### src/rtl/adc_prog_map.svh
/*
 * Holds the addresses, field positions, reset values and fixed test words of the program
 * register group. It assumes an 8-bit register port and a 16-bit output data word.
 */
// What this block does
// Mode field: run, power-down, standby, digital reset.
// Enabled mode pin high forces pin-function mode.
// Clock divides by divider field plus one.
// Test codes 0-4: off, midscale, full scales, checkerboard.
// Codes 5 and 6: long and short PRBS.
// Code 7 word toggle, code 8 user words.
// Codes 9-12: bit toggle, sync, one-high, mixed.
// Selected test data replaces converted samples.
// PRBS generators held reset while reset bits set.
// Signed eight-bit offset trim added, reset zero.
// Output format, output disable and output invert.
// Staged values become active on transfer bit.
// Clock bit 0 enables stabilizer, on after reset.
// User sequence: single/alternate, repeating/once.
`ifndef ADC_PROG_MAP_SVH
`define ADC_PROG_MAP_SVH

`define APR_ADDR_MODES 8'h08
`define APR_ADDR_CLOCK 8'h09
`define APR_ADDR_CLKDIV 8'h0B
`define APR_ADDR_TEST 8'h0D
`define APR_ADDR_OFFSET 8'h10
`define APR_ADDR_OUTMODE 8'h14
`define APR_ADDR_TRANSFER 8'hFF

`define APR_RST_MODES 8'h00
`define APR_RST_CLOCK 8'h01
`define APR_RST_CLKDIV 8'h00
`define APR_RST_TEST 8'h00
`define APR_RST_OFFSET 8'h00
`define APR_RST_OUTMODE 8'h00

`define APR_MODE_LSB 0
`define APR_PINFUNC_LSB 5
`define APR_PINEN_BIT 7
`define APR_DCS_BIT 0
`define APR_DIV_LSB 0
`define APR_TEST_LSB 0
`define APR_PN_SHORT_RST_BIT 4
`define APR_PN_LONG_RST_BIT 5
`define APR_USER_SEQ_LSB 6
`define APR_FMT_LSB 0
`define APR_INV_BIT 2
`define APR_DIS_BIT 4
`define APR_XFER_BIT 0

`define APR_WORD_MIDSCALE 16'h8000
`define APR_WORD_POS_FS 16'hFFFF
`define APR_WORD_NEG_FS 16'h0000
`define APR_WORD_CHECK_A 16'h5555
`define APR_WORD_CHECK_B 16'hAAAA
`define APR_WORD_BIT_ONE 16'h0001
`define APR_WORD_SYNC 16'h00FF
`define APR_WORD_MIXED 16'hA0F0
`define APR_PN9_SEED 9'h1FF
`define APR_PN23_SEED 23'h7FFFFF

`endif

### src/rtl/adc_prog_pkg.sv
/*
 * Types shared by the program register group and its pattern generator.
 * Leaves addresses, fields and reset values to adc_prog_map.svh; its enum values are its own.
 */
package adc_prog_pkg;
    typedef enum logic [1:0] {
        MODE_RUN = 2'h0,
        MODE_POWER_DOWN = 2'h1,
        MODE_STANDBY = 2'h2,
        MODE_DIGITAL_RESET = 2'h3
    } op_mode_t;

    typedef enum logic [3:0] {
        TP_OFF = 4'h0,
        TP_MIDSCALE = 4'h1,
        TP_POS_FULL_SCALE = 4'h2,
        TP_NEG_FULL_SCALE = 4'h3,
        TP_CHECKER = 4'h4,
        TP_LONG_PRBS = 4'h5,
        TP_SHORT_PRBS = 4'h6,
        TP_WORD_TOGGLE = 4'h7,
        TP_USER = 4'h8,
        TP_BIT_TOGGLE = 4'h9,
        TP_SYNC = 4'hA,
        TP_ONE_HIGH = 4'hB,
        TP_MIXED = 4'hC
    } test_code_t;

    // Gray-coded user pattern sequencer states.
    typedef enum logic [1:0] {
        SEQ_WORD1 = 2'h0,
        SEQ_WORD2 = 2'h1,
        SEQ_DONE = 2'h3
    } user_seq_t;

    typedef struct packed {
        logic [7:0] modes;
        logic [7:0] clock;
        logic [7:0] clkdiv;
        logic [7:0] test;
        logic [7:0] offset;
        logic [7:0] outmode;
    } prog_regs_t;
endpackage

### src/rtl/test_pattern_gen.sv
/*
 * Test word generator: fixed words, toggles, two PRBS generators and the user word sequencer.
 * Assumes advance_i pulses once per output sample and code_i is stable between samples.
 */
`timescale 1ns/100ps
`include "adc_prog_map.svh"
module test_pattern_gen #(
    parameter int WIDTH = 16
) (
    // Clock and reset
    input wire logic clk_i,
    input wire logic arst_n_i,
    // Control
    input wire logic clear_i,
    input wire logic advance_i,
    input wire logic [3:0] code_i,
    input wire logic [1:0] user_seq_i,
    input wire logic pn_short_rst_i,
    input wire logic pn_long_rst_i,
    input wire logic [WIDTH-1:0] user_word1_i,
    input wire logic [WIDTH-1:0] user_word2_i,
    // Pattern word
    output logic [WIDTH-1:0] word_o
);
    logic [8:0] pn9_r, pn9_nxt;
    logic [22:0] pn23_r, pn23_nxt;
    logic phase_r, phase_nxt;
    logic [WIDTH-1:0] walk_r, walk_nxt;
    adc_prog_pkg::user_seq_t seq_r, seq_nxt;

    always_comb begin
        pn9_nxt = pn9_r;
        pn23_nxt = pn23_r;
        phase_nxt = phase_r;
        walk_nxt = walk_r;
        seq_nxt = seq_r;
        if (advance_i) begin
            pn9_nxt = {pn9_r[7:0], pn9_r[8] ^ pn9_r[4]};
            pn23_nxt = {pn23_r[21:0], pn23_r[22] ^ pn23_r[17]};
            phase_nxt = ~phase_r;
            walk_nxt = {walk_r[WIDTH-2:0], walk_r[WIDTH-1]};
            case (seq_r)
                adc_prog_pkg::SEQ_WORD1: begin
                    if (user_seq_i[0]) begin
                        seq_nxt = adc_prog_pkg::SEQ_WORD2;
                    end else if (user_seq_i[1]) begin
                        seq_nxt = adc_prog_pkg::SEQ_DONE;
                    end
                end
                adc_prog_pkg::SEQ_WORD2: begin
                    seq_nxt = user_seq_i[1] ? adc_prog_pkg::SEQ_DONE : adc_prog_pkg::SEQ_WORD1;
                end
                adc_prog_pkg::SEQ_DONE: seq_nxt = adc_prog_pkg::SEQ_DONE;
                default: seq_nxt = adc_prog_pkg::SEQ_WORD1;
            endcase
        end
        // Clear or the off code restarts the toggle phase, walking one and user sequence; clear also reseeds both PRBS, the off code does not.
        if (clear_i || code_i == adc_prog_pkg::TP_OFF) begin
            phase_nxt = 1'b0;
            walk_nxt = WIDTH'(1);
            seq_nxt = adc_prog_pkg::SEQ_WORD1;
        end
        if (clear_i || pn_short_rst_i) begin
            pn9_nxt = `APR_PN9_SEED;
        end
        if (clear_i || pn_long_rst_i) begin
            pn23_nxt = `APR_PN23_SEED;
        end
    end

    always_ff @(posedge clk_i or negedge arst_n_i) begin
        if (!arst_n_i) begin
            pn9_r <= `APR_PN9_SEED;
            pn23_r <= `APR_PN23_SEED;
            phase_r <= 1'b0;
            walk_r <= WIDTH'(1);
            seq_r <= adc_prog_pkg::SEQ_WORD1;
        end else begin
            pn9_r <= pn9_nxt;
            pn23_r <= pn23_nxt;
            phase_r <= phase_nxt;
            walk_r <= walk_nxt;
            seq_r <= seq_nxt;
        end
    end

    always_comb begin
        case (code_i)
            adc_prog_pkg::TP_MIDSCALE: word_o = `APR_WORD_MIDSCALE;
            adc_prog_pkg::TP_POS_FULL_SCALE: word_o = `APR_WORD_POS_FS;
            adc_prog_pkg::TP_NEG_FULL_SCALE: word_o = `APR_WORD_NEG_FS;
            adc_prog_pkg::TP_CHECKER: word_o = phase_r ? `APR_WORD_CHECK_B : `APR_WORD_CHECK_A;
            adc_prog_pkg::TP_LONG_PRBS: word_o = pn23_r[WIDTH-1:0];
            adc_prog_pkg::TP_SHORT_PRBS: word_o = {pn9_r[6:0], pn9_r};
            adc_prog_pkg::TP_WORD_TOGGLE: word_o = {WIDTH{phase_r}};
            adc_prog_pkg::TP_USER: begin
                case (seq_r)
                    adc_prog_pkg::SEQ_WORD2: word_o = user_word2_i;
                    adc_prog_pkg::SEQ_DONE: word_o = '0;
                    default: word_o = user_word1_i;
                endcase
            end
            adc_prog_pkg::TP_BIT_TOGGLE: word_o = phase_r ? '0 : `APR_WORD_BIT_ONE;
            adc_prog_pkg::TP_SYNC: word_o = `APR_WORD_SYNC;
            adc_prog_pkg::TP_ONE_HIGH: word_o = walk_r;
            adc_prog_pkg::TP_MIXED: word_o = `APR_WORD_MIXED;
            default: word_o = '0;
        endcase
    end

    pn_short_reset_a: assert property (@(posedge clk_i) disable iff (!arst_n_i)
        pn_short_rst_i |=> pn9_r == `APR_PN9_SEED) else $error("short PRBS left reset");
    user_once_a: assert property (@(posedge clk_i) disable iff (!arst_n_i)
        (advance_i && !clear_i && code_i == adc_prog_pkg::TP_USER && user_seq_i == 2'h2)
        |=> seq_r == adc_prog_pkg::SEQ_DONE) else $error("single-once did not stop");
endmodule

### src/rtl/adc_program_register_bank.sv
/*
 * Program register group: staged and active copies of the six program registers, the mode
 * decode, the input clock divider, and the output data path with trim, test words and format.
 * Assumes the serial port logic outside presents one decoded register access per strobe.
 */
`timescale 1ns/100ps
`include "adc_prog_map.svh"
module adc_program_register_bank #(
    parameter int WIDTH = 16
) (
    // Clock and reset
    input wire logic clk_i,
    input wire logic arst_n_i,
    // Register port from the serial interface
    input wire logic reg_wr_i,
    input wire logic reg_rd_i,
    input wire logic [7:0] reg_addr_i,
    input wire logic [7:0] reg_wdata_i,
    output logic [7:0] reg_rdata_o,
    // Pins and data
    input wire logic ext_mode_pin_i,
    input wire logic [WIDTH-1:0] sample_i,
    input wire logic [WIDTH-1:0] user_word1_i,
    input wire logic [WIDTH-1:0] user_word2_i,
    output logic [WIDTH-1:0] data_o,
    output logic data_oe_o,
    output logic sample_tick_o,
    // Operating state
    output logic duty_cycle_stabilizer_o,
    output logic power_down_o,
    output logic standby_o,
    output logic digital_reset_o,
    output logic test_active_o
);
    adc_prog_pkg::prog_regs_t staged_r, staged_nxt, active_r, active_nxt;
    logic [7:0] rdata_nxt;
    logic xfer;
    adc_prog_pkg::op_mode_t mode_eff;
    logic [2:0] div_cnt_r, div_cnt_nxt;
    logic tick_nxt;
    logic [WIDTH-1:0] pattern_word, data_nxt;
    logic signed [WIDTH+1:0] trimmed;
    logic [WIDTH-1:0] conv;
    logic test_on;

    assign xfer = reg_wr_i && reg_addr_i == `APR_ADDR_TRANSFER && reg_wdata_i[`APR_XFER_BIT];

    // Register group: writes land in the staged copy only.
    always_comb begin
        staged_nxt = staged_r;
        active_nxt = active_r;
        rdata_nxt = reg_rdata_o;
        if (reg_wr_i) begin
            case (reg_addr_i)
                `APR_ADDR_MODES: staged_nxt.modes = reg_wdata_i;
                `APR_ADDR_CLOCK: staged_nxt.clock = reg_wdata_i;
                `APR_ADDR_CLKDIV: staged_nxt.clkdiv = reg_wdata_i;
                `APR_ADDR_TEST: staged_nxt.test = reg_wdata_i;
                `APR_ADDR_OFFSET: staged_nxt.offset = reg_wdata_i;
                `APR_ADDR_OUTMODE: staged_nxt.outmode = reg_wdata_i;
                default: staged_nxt = staged_r;
            endcase
        end
        // The transfer bit is self-clearing; it only copies staged into active.
        if (xfer) begin
            active_nxt = staged_r;
        end
        if (reg_rd_i) begin
            case (reg_addr_i)
                `APR_ADDR_MODES: rdata_nxt = staged_r.modes;
                `APR_ADDR_CLOCK: rdata_nxt = staged_r.clock;
                `APR_ADDR_CLKDIV: rdata_nxt = staged_r.clkdiv;
                `APR_ADDR_TEST: rdata_nxt = staged_r.test;
                `APR_ADDR_OFFSET: rdata_nxt = staged_r.offset;
                `APR_ADDR_OUTMODE: rdata_nxt = staged_r.outmode;
                default: rdata_nxt = 8'h00;
            endcase
        end
    end

    always_ff @(posedge clk_i or negedge arst_n_i) begin
        if (!arst_n_i) begin
            staged_r <= {`APR_RST_MODES, `APR_RST_CLOCK, `APR_RST_CLKDIV,
                         `APR_RST_TEST, `APR_RST_OFFSET, `APR_RST_OUTMODE};
            active_r <= {`APR_RST_MODES, `APR_RST_CLOCK, `APR_RST_CLKDIV,
                         `APR_RST_TEST, `APR_RST_OFFSET, `APR_RST_OUTMODE};
            reg_rdata_o <= 8'h00;
        end else begin
            staged_r <= staged_nxt;
            active_r <= active_nxt;
            reg_rdata_o <= rdata_nxt;
        end
    end

    // The pin is sampled directly; it is taken to be synchronous to clk_i.
    always_comb begin
        if (active_r.modes[`APR_PINEN_BIT] && ext_mode_pin_i) begin
            mode_eff = adc_prog_pkg::op_mode_t'(active_r.modes[`APR_PINFUNC_LSB +: 2]);
        end else begin
            mode_eff = adc_prog_pkg::op_mode_t'(active_r.modes[`APR_MODE_LSB +: 2]);
        end
    end

    // Divider and sample path.
    assign test_on = active_r.test[`APR_TEST_LSB +: 4] != adc_prog_pkg::TP_OFF;
    assign trimmed = $signed({2'b00, sample_i})
                   + $signed({{(WIDTH-6){active_r.offset[7]}}, active_r.offset});

    always_comb begin
        logic [WIDTH-1:0] clamped;
        clamped = '0;
        if (trimmed < 0) begin
            clamped = '0;
        end else if (trimmed > $signed({2'b00, {WIDTH{1'b1}}})) begin
            clamped = '1;
        end else begin
            clamped = trimmed[WIDTH-1:0];
        end
        if (active_r.outmode[`APR_INV_BIT]) begin
            clamped = ~clamped;
        end
        case (active_r.outmode[`APR_FMT_LSB +: 2])
            2'h1: conv = {~clamped[WIDTH-1], clamped[WIDTH-2:0]};
            2'h2: conv = clamped ^ (clamped >> 1);
            default: conv = clamped;
        endcase
    end

    always_comb begin
        div_cnt_nxt = div_cnt_r;
        tick_nxt = 1'b0;
        data_nxt = data_o;
        // Digital reset holds the divider and the output word at zero until the mode is left.
        if (mode_eff == adc_prog_pkg::MODE_DIGITAL_RESET) begin
            div_cnt_nxt = 3'h0;
            data_nxt = '0;
        end else if (div_cnt_r >= active_r.clkdiv[`APR_DIV_LSB +: 3]) begin
            div_cnt_nxt = 3'h0;
            tick_nxt = 1'b1;
            data_nxt = test_on ? pattern_word : conv;
        end else begin
            div_cnt_nxt = div_cnt_r + 3'h1;
        end
    end

    always_ff @(posedge clk_i or negedge arst_n_i) begin
        if (!arst_n_i) begin
            div_cnt_r <= 3'h0;
            sample_tick_o <= 1'b0;
            data_o <= '0;
            data_oe_o <= 1'b0;
            duty_cycle_stabilizer_o <= 1'b1;
            power_down_o <= 1'b0;
            standby_o <= 1'b0;
            digital_reset_o <= 1'b0;
            test_active_o <= 1'b0;
        end else begin
            div_cnt_r <= div_cnt_nxt;
            sample_tick_o <= tick_nxt;
            data_o <= data_nxt;
            data_oe_o <= !active_r.outmode[`APR_DIS_BIT];
            duty_cycle_stabilizer_o <= active_r.clock[`APR_DCS_BIT];
            power_down_o <= mode_eff == adc_prog_pkg::MODE_POWER_DOWN;
            standby_o <= mode_eff == adc_prog_pkg::MODE_STANDBY;
            digital_reset_o <= mode_eff == adc_prog_pkg::MODE_DIGITAL_RESET;
            test_active_o <= test_on;
        end
    end

    test_pattern_gen #(
        .WIDTH(WIDTH)
    ) u_pattern (
        .clk_i(clk_i),
        .arst_n_i(arst_n_i),
        .clear_i(mode_eff == adc_prog_pkg::MODE_DIGITAL_RESET),
        .advance_i(tick_nxt),
        .code_i(active_r.test[`APR_TEST_LSB +: 4]),
        .user_seq_i(active_r.test[`APR_USER_SEQ_LSB +: 2]),
        .pn_short_rst_i(active_r.test[`APR_PN_SHORT_RST_BIT]),
        .pn_long_rst_i(active_r.test[`APR_PN_LONG_RST_BIT]),
        .user_word1_i(user_word1_i),
        .user_word2_i(user_word2_i),
        .word_o(pattern_word)
    );

    transfer_commit_a: assert property (@(posedge clk_i) disable iff (!arst_n_i)
        xfer |=> active_r == $past(staged_r)) else $error("transfer did not commit");
    staged_hold_a: assert property (@(posedge clk_i) disable iff (!arst_n_i)
        !xfer |=> $stable(active_r)) else $error("active changed without transfer");
    mode_decode_a: assert property (@(posedge clk_i) disable iff (!arst_n_i)
        (!active_r.modes[`APR_PINEN_BIT] && active_r.modes[1:0] == 2'h1)
        |=> power_down_o && !standby_o && !digital_reset_o) else $error("mode decode wrong");
    pin_override_a: assert property (@(posedge clk_i) disable iff (!arst_n_i)
        (active_r.modes[`APR_PINEN_BIT] && ext_mode_pin_i && active_r.modes[6:5] == 2'h2)
        |=> standby_o) else $error("mode pin ignored");
    div_by_two_a: assert property (@(posedge clk_i) disable iff (!arst_n_i || xfer)
        (sample_tick_o && active_r.clkdiv[2:0] == 3'h1 && !digital_reset_o)
        |=> !sample_tick_o ##1 sample_tick_o) else $error("divide by two wrong");
    test_replace_a: assert property (@(posedge clk_i) disable iff (!arst_n_i)
        (tick_nxt && test_on) |=> data_o == $past(pattern_word)) else $error("test not shown");
    plain_sample_a: assert property (@(posedge clk_i) disable iff (!arst_n_i)
        (tick_nxt && !test_on && active_r.offset == 8'h00 && active_r.outmode[2:0] == 3'h0)
        |=> data_o == $past(sample_i)) else $error("sample path altered");
    dcs_follow_a: assert property (@(posedge clk_i) disable iff (!arst_n_i)
        ##1 duty_cycle_stabilizer_o == $past(active_r.clock[0])) else $error("stabilizer lag");
    out_disable_a: assert property (@(posedge clk_i) disable iff (!arst_n_i)
        active_r.outmode[4] |=> !data_oe_o) else $error("outputs not disabled");
endmodule

### config.mk
export PLATFORM = sky130hd
export DESIGN_NAME = adc_program_register_bank
export DESIGN_NICKNAME = d
export VERILOG_FILES = /design/src/rtl/adc_prog_pkg.sv /design/src/rtl/test_pattern_gen.sv /design/src/rtl/adc_program_register_bank.sv
export VERILOG_INCLUDE_DIRS = /design/src /design/src/rtl
export SDC_FILE = /design/constraint.sdc
export NUM_CORES = 1
export LEC_CHECK = 0
export ABC_AREA = 1
export BUFFER_PORTS_ARGS = -buffer_cell sky130_fd_sc_hd__buf_2
export CORE_MARGIN = 2
export CORE_UTILIZATION = 45
export DETAILED_ROUTE_END_ITERATION = 8
export MAX_ROUTING_LAYER = met4
export PLACE_DENSITY = 0.73
export SYNTH_ARGS = -nofsm -noshare
export SYNTH_HDL_FRONTEND = slang
export SYNTH_HIERARCHICAL = 1
export SYNTH_SLANG_ARGS = --single-unit
### constraint.sdc
create_clock -name clk_i -period 3.61 [get_ports clk_i]
set_input_delay 0.361 -clock clk_i [delete_from_list [all_inputs] [get_ports clk_i]]
set_output_delay 0.361 -clock clk_i [all_outputs]
set_load 0.02 [all_outputs]
==> metrics.txt, run 1 <==
Initial Utilization 45.79%; HPWL after detailed placement ~17000 µm; Worst EP required between 3 and 4 ns; Hold Crit Class input port to async pin; H-tree depth reported by CTS 4; max-capacitance violation count 0; async set-reset flop share out of synthesis 100.0%; EDFF count, synth 0; Yosys Warn Count 6; final std cells w/o fill approximately 1700; CP arrival 3.39 ns; drt pass-1 iters 5; Max Fclk approximately 0.32 GHz; critical path cell sequence ha_1 > nand2_1 > o21ai_0 > a31oi_1 > inv_1 > nand2_1 > inv_1 > clkinv_1 > nand2_1 > o21ai_0; I/O pin total 100; CP peak stage delay 0.74 ns; final period utilization 85.56%; Reg2Reg Setup Slack 0.52 ns; critical path's slowest cell clkinv_1; Max Clock Skew around 0.014 ns; total track usage 22.70%; setup total negative slack 0 ns; Worst R2R End u_pattern/walk_r[10]$_DFFE_PN0P_; Core ar. 0.02102 mm²; unrepaired setup endpoints after global routing false; Slew Limit Fails 0; vias in the first global route 8121; port buffer count 99; met1 WL 11230 µm; CTS Hold Bufs 0; WS Path Type register to register; top routing layer in use met4; final wirelength 23970 µm; largest net degree at the start of global routing 110; Netlist cell types 47; Hold Slack 0.1015 ns; WL met2 10860 µm; total grt overflow 0; #FFs+latches synth approximately 160; GPL Wtd Cong 0.9379; LEAKAGE 0.005724 µW; first-pass GRT wire length between 30000 and 40000 µm; Final Setup Violations 0; Slew headroom 32.79%; routed wl met3 1489 µm; run status completed; critical path launch point type register; peak supply drop 0.0003412 V; share of cells above drive strength 1 roughly 18%; Post-route DRC 0; CTS buffer count 17; Worst-path clk slew roughly 0.060 ns; Site Rows between 50 and 60; Die Ht 150.3 µm; register area share after synthesis a little over two fifths; Critical Path End Type register; Clock Tree Buf Depth 2; initial drt markers about 720; via count slightly below 9000; clock sink count 162; Clk Tree Root Cell clkbuf_16; number of cells on the worst reg-to-reg path 10; Post-Syn Nets between 1000 and 1500; Routed Antenna Nets 0; vias per cell 5.219; pwr/cell area 394.9 mW/mm²; initial antenna violation count 0; largest fanout on the critical path 36; CTS resizes 0; ys flop type dfrtp_1; Final min period 3.089 ns; ANT cells 0; cells after synthesis 1300; Clk Latency, worst-skew pair between 0.4 and 0.5 ns; die area 0.02258 mm²; Syn-to-layout area delta 13.93%; worst-margin pin slew 1.008 ns; Critical Path Most Common Cell nand2_1; worst r2r src div_cnt_r[2]$_DFF_PN0_; Final nets 1476; Die W 150.3 µm; Post-Syn Area per Cell approximately 7.4 µm²; most frequent cells in the layout 428 x nand2_1, 128 x inv_1, 126 x dfrtp_1, 123 x nand3_1, 109 x nor2_1; post-DR wirelength/cell 14.34 µm; Cell Area, Synth just under 0.01 mm²; Post-Place Cells 1636; Final Hold Fails 0; CTS tree built; commonest non-fill, non-tap cell in the layout nand2_1
==> layer usage <==
layer	vias up	track usage, %
met2	293	34.36
li1	4383	-
met4	0	6.604
met1	4009	31.58
met5	-	-
met3	36	3.697
==> synth_stat cells, drive strengths merged, types with 7 or more instances <==
cell    instances  area share, %
a21oi          44            2.3
clkbuf         28            1.1
mux2           19            2.2
ha             23            3.0
o211ai         33            2.6
nand3         131            7.3
buf            19            1.5
nor2          121            5.3
inv           133            5.2
nand2         447             18
xnor2           9           0.82
dfstp          36            9.8
dfrtp         126             33
o21ai          84            4.4
xor2            7           0.64
==> power breakdown <==
group | internal (µW) | switching (µW) | total, µW
clock network | 1190 | 769 | 1960
registers | 1910 | 57.8 | 1970
logic | 142 | 259 | 402
total | 3250 | 1090 | 4330
==> through the flow <==
stage | total power [µW] | instance area (µm²) | setup WS (ns) | utilization (%)
floorplan | 2224 | 9627 | 1.183 | -
global placement | 2393 | 10300 | 0.4579 | 49.02
detailed placement | 2403 | 10300 | 0.3972 | 49.02
CTS | 4367 | 10950 | 0.3708 | 52.07
global route | 4510 | 10970 | 0.1634 | 52.18
finish | 4332 | 10970 | 0.5212 | 52.18
==> cell type report <==
cell class	count	area, µm²
tap	275	344.1
timing repair buffer	111	604.3
sequential	162	4099
fill	1994	10050
clock inverter	13	197.7
multi-input combinational	956	4772
clock buffer	19	442.9
inverter	135	508.0
==> what timing repair did <==
action,CTS,global route
endpoints found under the setup margin,0,8
hold endpoints to repair,0,0
setup buffers,0,3
==> how the worst max path moves through the flow <==
stage | from | endpoint | slack (ns)
6_report | div_cnt_r[2]$_DFF_PN0_ | u_pattern/walk_r[10]$_DFFE_PN0P_ | 0.52
5_1_grt | active_r[26]$_DFFE_PN0P_ | u_pattern/walk_r[10]$_DFFE_PN0P_ | 0.16
4_1_cts | active_r[15]$_DFFE_PN0P_ | data_o[9]$_DFFE_PN0P_ | 0.37
3_5_place_dp | active_r[15]$_DFFE_PN0P_ | data_o[9]$_DFFE_PN0P_ | 0.40
3_3_place_gp | active_r[15]$_DFFE_PN0P_ | data_o[9]$_DFFE_PN0P_ | 0.46
2_1_floorplan | div_cnt_r[2]$_DFF_PN0_ | u_pattern/pn9_r[6]$_DFFE_PN1P_ | 1.18
==> critical path, delay by kind of cell (launching register included) <==
kind	cells	cell delay [ns]
AOI/OAI and AO/OA	3	0.38
buffers and inverters	3	1.00
and+or+nand+nor	3	0.84
DFF	1	0.39
adders and majority gates	1	0.33
==> cell families after synthesis <==
| group | Yosys count | synth area share, % |
|---|---|---|
| XOR/XNOR | 16 | 1.456 |
| multiplexers | 19 | 2.223 |
| flip-flops | 162 | 42.58 |
| buffers and inverters | 182 | 7.915 |
| AO/OA/AOI/OAI | 180 | 10.83 |
| AND/OR/NAND/NOR | 717 | 31.80 |
| adder cells (fa/ha/maj) | 24 | 3.197 |
==> state kept, by name, indices dropped and copies added, names as in the netlist, 2 cells and up <==
name / cells
data_o: 16
active_r: 29
u_pattern/pn23_r: 23
reg_rdata_o: 8
staged_r: 48
div_cnt_r: 3
u_pattern/walk_r: 16
u_pattern/pn9_r: 9
u_pattern/seq_r: 2
Note: power is estimated with default switching activity, not from simulation.
==> inputs of run 2 (changes only) <==
--- a/config.mk
+++ b/config.mk
@@ -10,10 +10,10 @@
 export BUFFER_PORTS_ARGS = -buffer_cell sky130_fd_sc_hd__buf_2
 export CORE_MARGIN = 2
 export CORE_UTILIZATION = 45
+export CTS_BUF_LIST = sky130_fd_sc_hd__clkbuf_8
 export DETAILED_ROUTE_END_ITERATION = 8
 export MAX_ROUTING_LAYER = met4
 export PLACE_DENSITY = 0.73
 export SYNTH_ARGS = -nofsm -noshare
 export SYNTH_HDL_FRONTEND = slang
-export SYNTH_HIERARCHICAL = 1
 export SYNTH_SLANG_ARGS = --single-unit
==> run 2 against run 1 <==
  * Flip-flop and latch count did not move
  * Register-to-register slack improved by 0.03 ns
  * Global-route usage rose by 0.89 points
  * Synthesized area fell by 0.91%
  * Setup slack improved by 0.028 ns
  * First-iteration DRC count rose by 9.9%
==> metrics.txt, run 2 <==
register area share after synthesis 42.97%; Yosys top cell by area dfrtp_1; CTS resizes 0; Final min period between 3 and 4 ns; Worst R2R End data_o[1]$_DFFE_PN0P_; critical path's slowest cell dfrtp_1; Final nets 1445; #FFs+latches synth 162; Max Fclk 0.3267 GHz; Final Hold Fails 0; worst setup margin 0.5495 ns; Clock Tree Buf Depth 2; most frequent cells after synthesis 355 x nand2_1, 150 x inv_1, 126 x dfrtp_1; run status completed; met3 Use GR 4.146%; Slew headroom a little over a quarter; ANT cells 0; Clk Tree Root Cell clkbuf_8; grt met1 use 32.25%; async set-reset flop share out of synthesis 100.0%; Post-Syn Area per Cell around 7.5 µm²; Placed Area 0.01030 mm²; XOR/XNOR Fraction of Synth Area 1.377%; HPWL after detailed placement 18040 µm; most frequent cells in the layout 355 x nand2_1, 151 x inv_1, 126 x dfrtp_1, 116 x nand3_1, 109 x o21ai_0; Clk Latency, worst-skew pair 0.47 ns; CP arrival 3.43 ns; vias in the first global route 8194; unrepaired setup endpoints after global routing false; critical path launch point type register; Slew Limit Fails 0; clock sink count 162; EDFF count, synth 0; Netlist cell types 50; Post-Syn Nets 1357; final std cells w/o fill 1640; first-pass GRT wire length ~40000 µm; Yosys Warn Count 0; max-capacitance violation count 0; Site Rows 53; critical path cell sequence ha_1 > a21oi_1 > o21ai_1 > a21oi_2 > nand3_1 > nand2_4 > nand2_1 > nand2_1 > nand2_1 > nand2_1 > o21ai_1 > inv_1 > nand2_1 > nand2_1 > nand2_1; port buffer count between 90 and 100; Final Setup Violations 0; total grt overflow 0; largest net degree at the start of global routing 81; worst r2r src active_r[15]$_DFFE_PN0P_; Hold Slack 0.1054 ns; LEAKAGE 0.005325 µW; share of cells above drive strength 1 18.02%; post-DR wirelength/cell 14.86 µm; peak supply drop 0.0002668 V; top cell family by delay on the critical path simple AND/OR/NAND/NOR gates; Synth Area in Compound Gates 13.96%; Post-Place Cells 1607; initial drt markers 789; Worst-path clk slew 0.09 ns; Worst EP required 3.98 ns; most common cell in the netlist nand2_1; crit path from active_r[15]$_DFFE_PN0P_; Post-Synth Adder-Cell Area 3.227%; CTS Hold Bufs 1; setup total negative slack 0 ns; vias per cell ~5.3; largest family of logic cells by synthesized area simple AND/OR/NAND/NOR gates; initial antenna violation count 0; Die Ht ~150 µm; Syn-to-layout area delta 11.98%; WS Path Type register to register; pwr/cell area 356.5 mW/mm²; Reg2Reg Setup Slack ~0.55 ns; Post-CTS Repair Setup Buffers 0; post-synthesis mux area share under 10%; number of cells on the worst reg-to-reg path 15; Post-Synth Simple-Gate Area between 20 and 30%; pre-CTS setup slack 0.5957 ns; largest fanout on the critical path 41; Post-route DRC 0; ys flop type dfrtp_1; I/O pin total 100; GR Util met2 35.23%; Largest regs staged_r x48, active_r x29, u_pattern.pn23_r x23; final period utilization 84.78%; Die W between 100 and 150 µm; final wirelength roughly 24000 µm; commonest non-fill, non-tap cell in the layout nand2_1; Routed Antenna Nets 0; critical path endpoint data_o[1]$_DFFE_PN0P_; Synth top area share 33.05%; most used routing layer met2; max FFs per register 48; Worst path depth 15; worst path bufs/invs 1; H-tree depth reported by CTS 4; Core ar. 0.02089 mm²; Area contributors post-synth dfrtp_1 33%, nand2_1 14%, dfstp_2 9.9%; Post-Layout Inst Area roughly 0.011 mm²; Biggest register staged_r; CTS buffer count 17; via count 8633; GPL Wtd Cong 0.9508; Max Clock Skew ~0.012 ns; Critical Path End Type register; die area ~0.022 mm²; drt pass-1 iters 8; cells after synthesis 1264; Critical Path Most Common Cell nand2_1; total track usage a little under a quarter; worst-margin pin slew 1.086 ns; Hold Crit Class input port to register; CTS tree built; Cell Area, Synth 0.009539 mm²; Initial Utilization 45.67%; CP peak stage delay 0.68 ns
run 2: worst min path at each step:
stage	from	to	cells past startpoint
after floorplan	arst_n_i	active_r[0]$_DFFE_PN0P_	0
after global placement	active_r[32]$_DFFE_PN1P_	duty_cycle_stabilizer_o$_DFF_PN1_	0
after detailed placement	active_r[32]$_DFFE_PN1P_	duty_cycle_stabilizer_o$_DFF_PN1_	0
after CTS	reg_wdata_i[6]	staged_r[6]$_DFFE_PN0P_	3
after global routing	reg_wdata_i[5]	staged_r[5]$_DFFE_PN0P_	3
final	reg_wdata_i[5]	staged_r[5]$_DFFE_PN0P_	3
run 2: cells by family (layout without fill, tap and decap cells):
logic type | after synthesis | count (layout)
compound gates | 233 | 233
xor+xnor | 15 | 15
fa+ha+maj | 24 | 24
buf+inv | 205 | 306
flops | 162 | 162
mux | 10 | 10
simple gates | 615 | 615
run 2: layout make-up:
cell class / count / area [µm²]
tap: 275 / 344.1
multi-input combinational: 897 / 4627
sequential: 162 / 4099
timing repair buffer: 115 / 636.9
inverter: 159 / 599.3
fill: 2034 / 10210
clock buffer: 20 / 275.3
clock inverter: 12 / 100.1
run 2: through the flow:
step	total power, µW	util [%]
finish	3808	51.14
global route	3998	51.14
CTS	3834	51.14
detailed placement	2571	49.29
global placement	2560	49.29
floorplan	2372	-
run 2: power by group:
part / total, µW / switching, µW / internal (µW)
Clock: 1270 / 721 / 545
Sequential: 2050 / 75.4 / 1980
Combinational: 488 / 312 / 176
Total: 3810 / 1110 / 2700
run 2: worst min-delay path: stages:
cell and delay, ns:
buf_2 0.09, nand2_1 0.04, o21ai_0 0.05
run 2: metal layers:
| metal | share of wire (%) | vias to the layer above |
|---|---|---|
| met5 | 0 | - |
| met1 | 47 | 4016 |
| li1 | - | 4299 |
| met3 | 5.8 | 47 |
| met4 | 2.7 | 0 |
| met2 | 45 | 271 |
==> inputs of run 3 (changes only) <==
==> constraint.sdc (replaced) <==
create_clock -name clk_i -period 3.16 [get_ports clk_i]
set_input_delay 0.316 -clock clk_i [delete_from_list [all_inputs] [get_ports clk_i]]
set_output_delay 0.316 -clock clk_i [all_outputs]
set_load 0.02 [all_outputs]
==> run 3 against run 2 <==
  * Final cell count grew 0.61%
  * Sequential share of layout area shrank 0.47 points
  * Clock skew grew 0.00078 ns
  * Flip-flop and latch count is the same
  * Clock power grew 31%
  * Largest power group unchanged
  * Power grew 21%
==> metrics.txt, run 3 (synthesis results as in run 2) <==
Clk Latency, worst-skew pair 0.47 ns; Core ar. 0.02089 mm²; commonest non-fill, non-tap cell in the layout nand2_1; Final Setup Violations 0; Worst EP required about 3.5 ns; unrepaired setup endpoints after global routing false; Max Clock Skew 0.01254 ns; largest fanout on the critical path 41; CTS tree built; Slew Limit Fails 0; total track usage 23.93%; worst setup margin 0.3601 ns; fill count slightly above 2000; Die Ht about 150 µm; Syn-to-layout area delta 13.41%; LEAKAGE 0.005406 µW; Reg2Reg Setup Slack 0.36 ns; CTS buffer count 17; run status completed; initial antenna violation count 0; total grt overflow 0; vias in the first global route 8343; clock sink count between 150 and 200; Die W 149.6 µm; setup total negative slack 0 ns; share of cells above drive strength 1 18.55%; Site Rows 53; I/O pin total 100; ANT cells 0; HPWL after detailed placement 18440 µm; Hold Crit Class input port to register; final period utilization 88.61%; most frequent cells in the layout 355 x nand2_1, 154 x inv_1, 125 x dfrtp_1, 116 x nand3_1, 109 x o21ai_0; largest net degree at the start of global routing 76; Post-route DRC 0; via count 8734; Biggest register staged_r; max FFs per register 48; Final nets approximately 1500; Initial Utilization 45.67%; max-capacitance violation count 0; final wirelength ~25000 µm; post-DR wirelength/cell around 15 µm; vias per cell 5.293; Clk Tree Root Cell clkbuf_8; WS Path Type register to register; GPL Wtd Cong 0.9585; pwr/cell area roughly 420 mW/mm²; Post-CTS Repair Setup Buffers 0; H-tree depth reported by CTS 4; first-pass GRT wire length 41160 µm; critical path's slowest cell dfrtp_2; Slew headroom between 15 and 20%; Clock Tree Buf Depth 2; CP arrival 3.16 ns; Largest regs staged_r x48, active_r x29, u_pattern.pn23_r x23; pre-CTS setup slack 0.2531 ns; Final Hold Fails 0; Worst-path clk slew around 0.090 ns; Final min period ~2.8 ns; die area 0.02238 mm²; Routed Antenna Nets 0; worst-margin pin slew around 1.2 ns; Critical Path End Type register; final std cells w/o fill 1650; peak supply drop 0.0003023 V; critical path launch point type register; critical path cell sequence ha_1 > a21oi_1 > o21ai_1 > a21oi_2 > nand3_1 > nand2_8 > nand2_1 > nand2_1 > nand2_1 > nand2_1 > nand2_1 > nand3_1 > nand2_1 > nand2_1 > nand2_1; Critical Path Most Common Cell nand2_1; CP peak stage delay 0.50 ns; port buffer count between 90 and 100; drt pass-1 iters 7; Post-Place Cells 1617; initial drt markers 793; Max Fclk 0.3572 GHz
[run 3: cell count changes in the layout (fill, tap and decap cells not counted)]
cell and delta:
dfrtp_1 -1, clkinv_4 -4, nand2_8 +1, buf_4 +10, bufinv_16 +4, inv_1 +3
inv_8 -2, clkbuf_8 -3, clkinv_2 +1, dfrtp_2 +1, clkinv_1 -1, nand2_4 -1
inv_6 +2
[run 3: final cells by class]
type | count | area [µm²] | share of cell area, %
clock buffer | 17 | 234.0 | 2.163
clock inverter | 15 | 192.7 | 1.781
inverter | 159 | 599.3 | 5.540
multi-input combinational | 897 | 4636 | 42.85
sequential | 162 | 4100 | 37.90
tap | 275 | 344.1 | 3.181
timing repair buffer | 125 | 711.9 | 6.581
[run 3: stage by stage]
stage | cell area [µm²] | util [%] | power (µW) | hold slack [ns]
floorplan | 9539 | - | 2710 | 0.02041
global placement | 10370 | 49.65 | 2935 | 0.3623
detailed placement | 10370 | 49.65 | 2952 | 0.3593
CTS | 10810 | 51.74 | 4615 | 0.04195
global route | 10820 | 51.79 | 4785 | 0.05824
finish | 10820 | 51.79 | 4591 | 0.06300
[run 3: worst paths after layout]
check / from / endpoint / cells past startpoint
hold / removal: reg_wdata_i[4] / staged_r[4]$_DFFE_PN0P_ / 3
hold reg to reg: active_r[32]$_DFFE_PN1P_ / duty_cycle_stabilizer_o$_DFF_PN1_ / 0
max in group asynchronous: arst_n_i / u_pattern.pn23_r[3]$_DFFE_PN1P_ / 3
setup / recovery: active_r[15]$_DFFE_PN0P_ / data_o[1]$_DFFE_PN0P_ / 15
min in group asynchronous: arst_n_i / u_pattern.seq_r[0]$_DFFE_PN0P_ / 2
setup reg to reg: active_r[15]$_DFFE_PN0P_ / data_o[1]$_DFFE_PN0P_ / 15
[run 3: report_power, final]
part           internal, µW  leakage [µW]  switching (µW)  total, µW
combinational           206       0.00315             372        578
sequential             2260       0.00203            84.0       2340
clock                   860      0.000224             810       1670
[run 3: worst max-delay path, delay by kind of cell, from the launching register on]
kind / cells / cell delay (ns)
AOI/OAI and AO/OA: 3 / 0.64
adders and majority gates: 1 / 0.36
DFF: 1 / 0.50
and+or+nand+nor: 11 / 1.20
[run 3: repair_timing]
item                                   in CTS  in global routing
endpoints found under the hold margin      54                  0
setup endpoints to repair                   0                  7
resized for setup                           0                  2
hold buffers                                1                  0
[run 3: layer usage]
metal | track usage (%) | share of wire [%]
met5 | - | 0
met4 | 8.714 | 2.8
met3 | 4.756 | 6.8
met2 | 36.58 | 44
met1 | 31.71 | 46
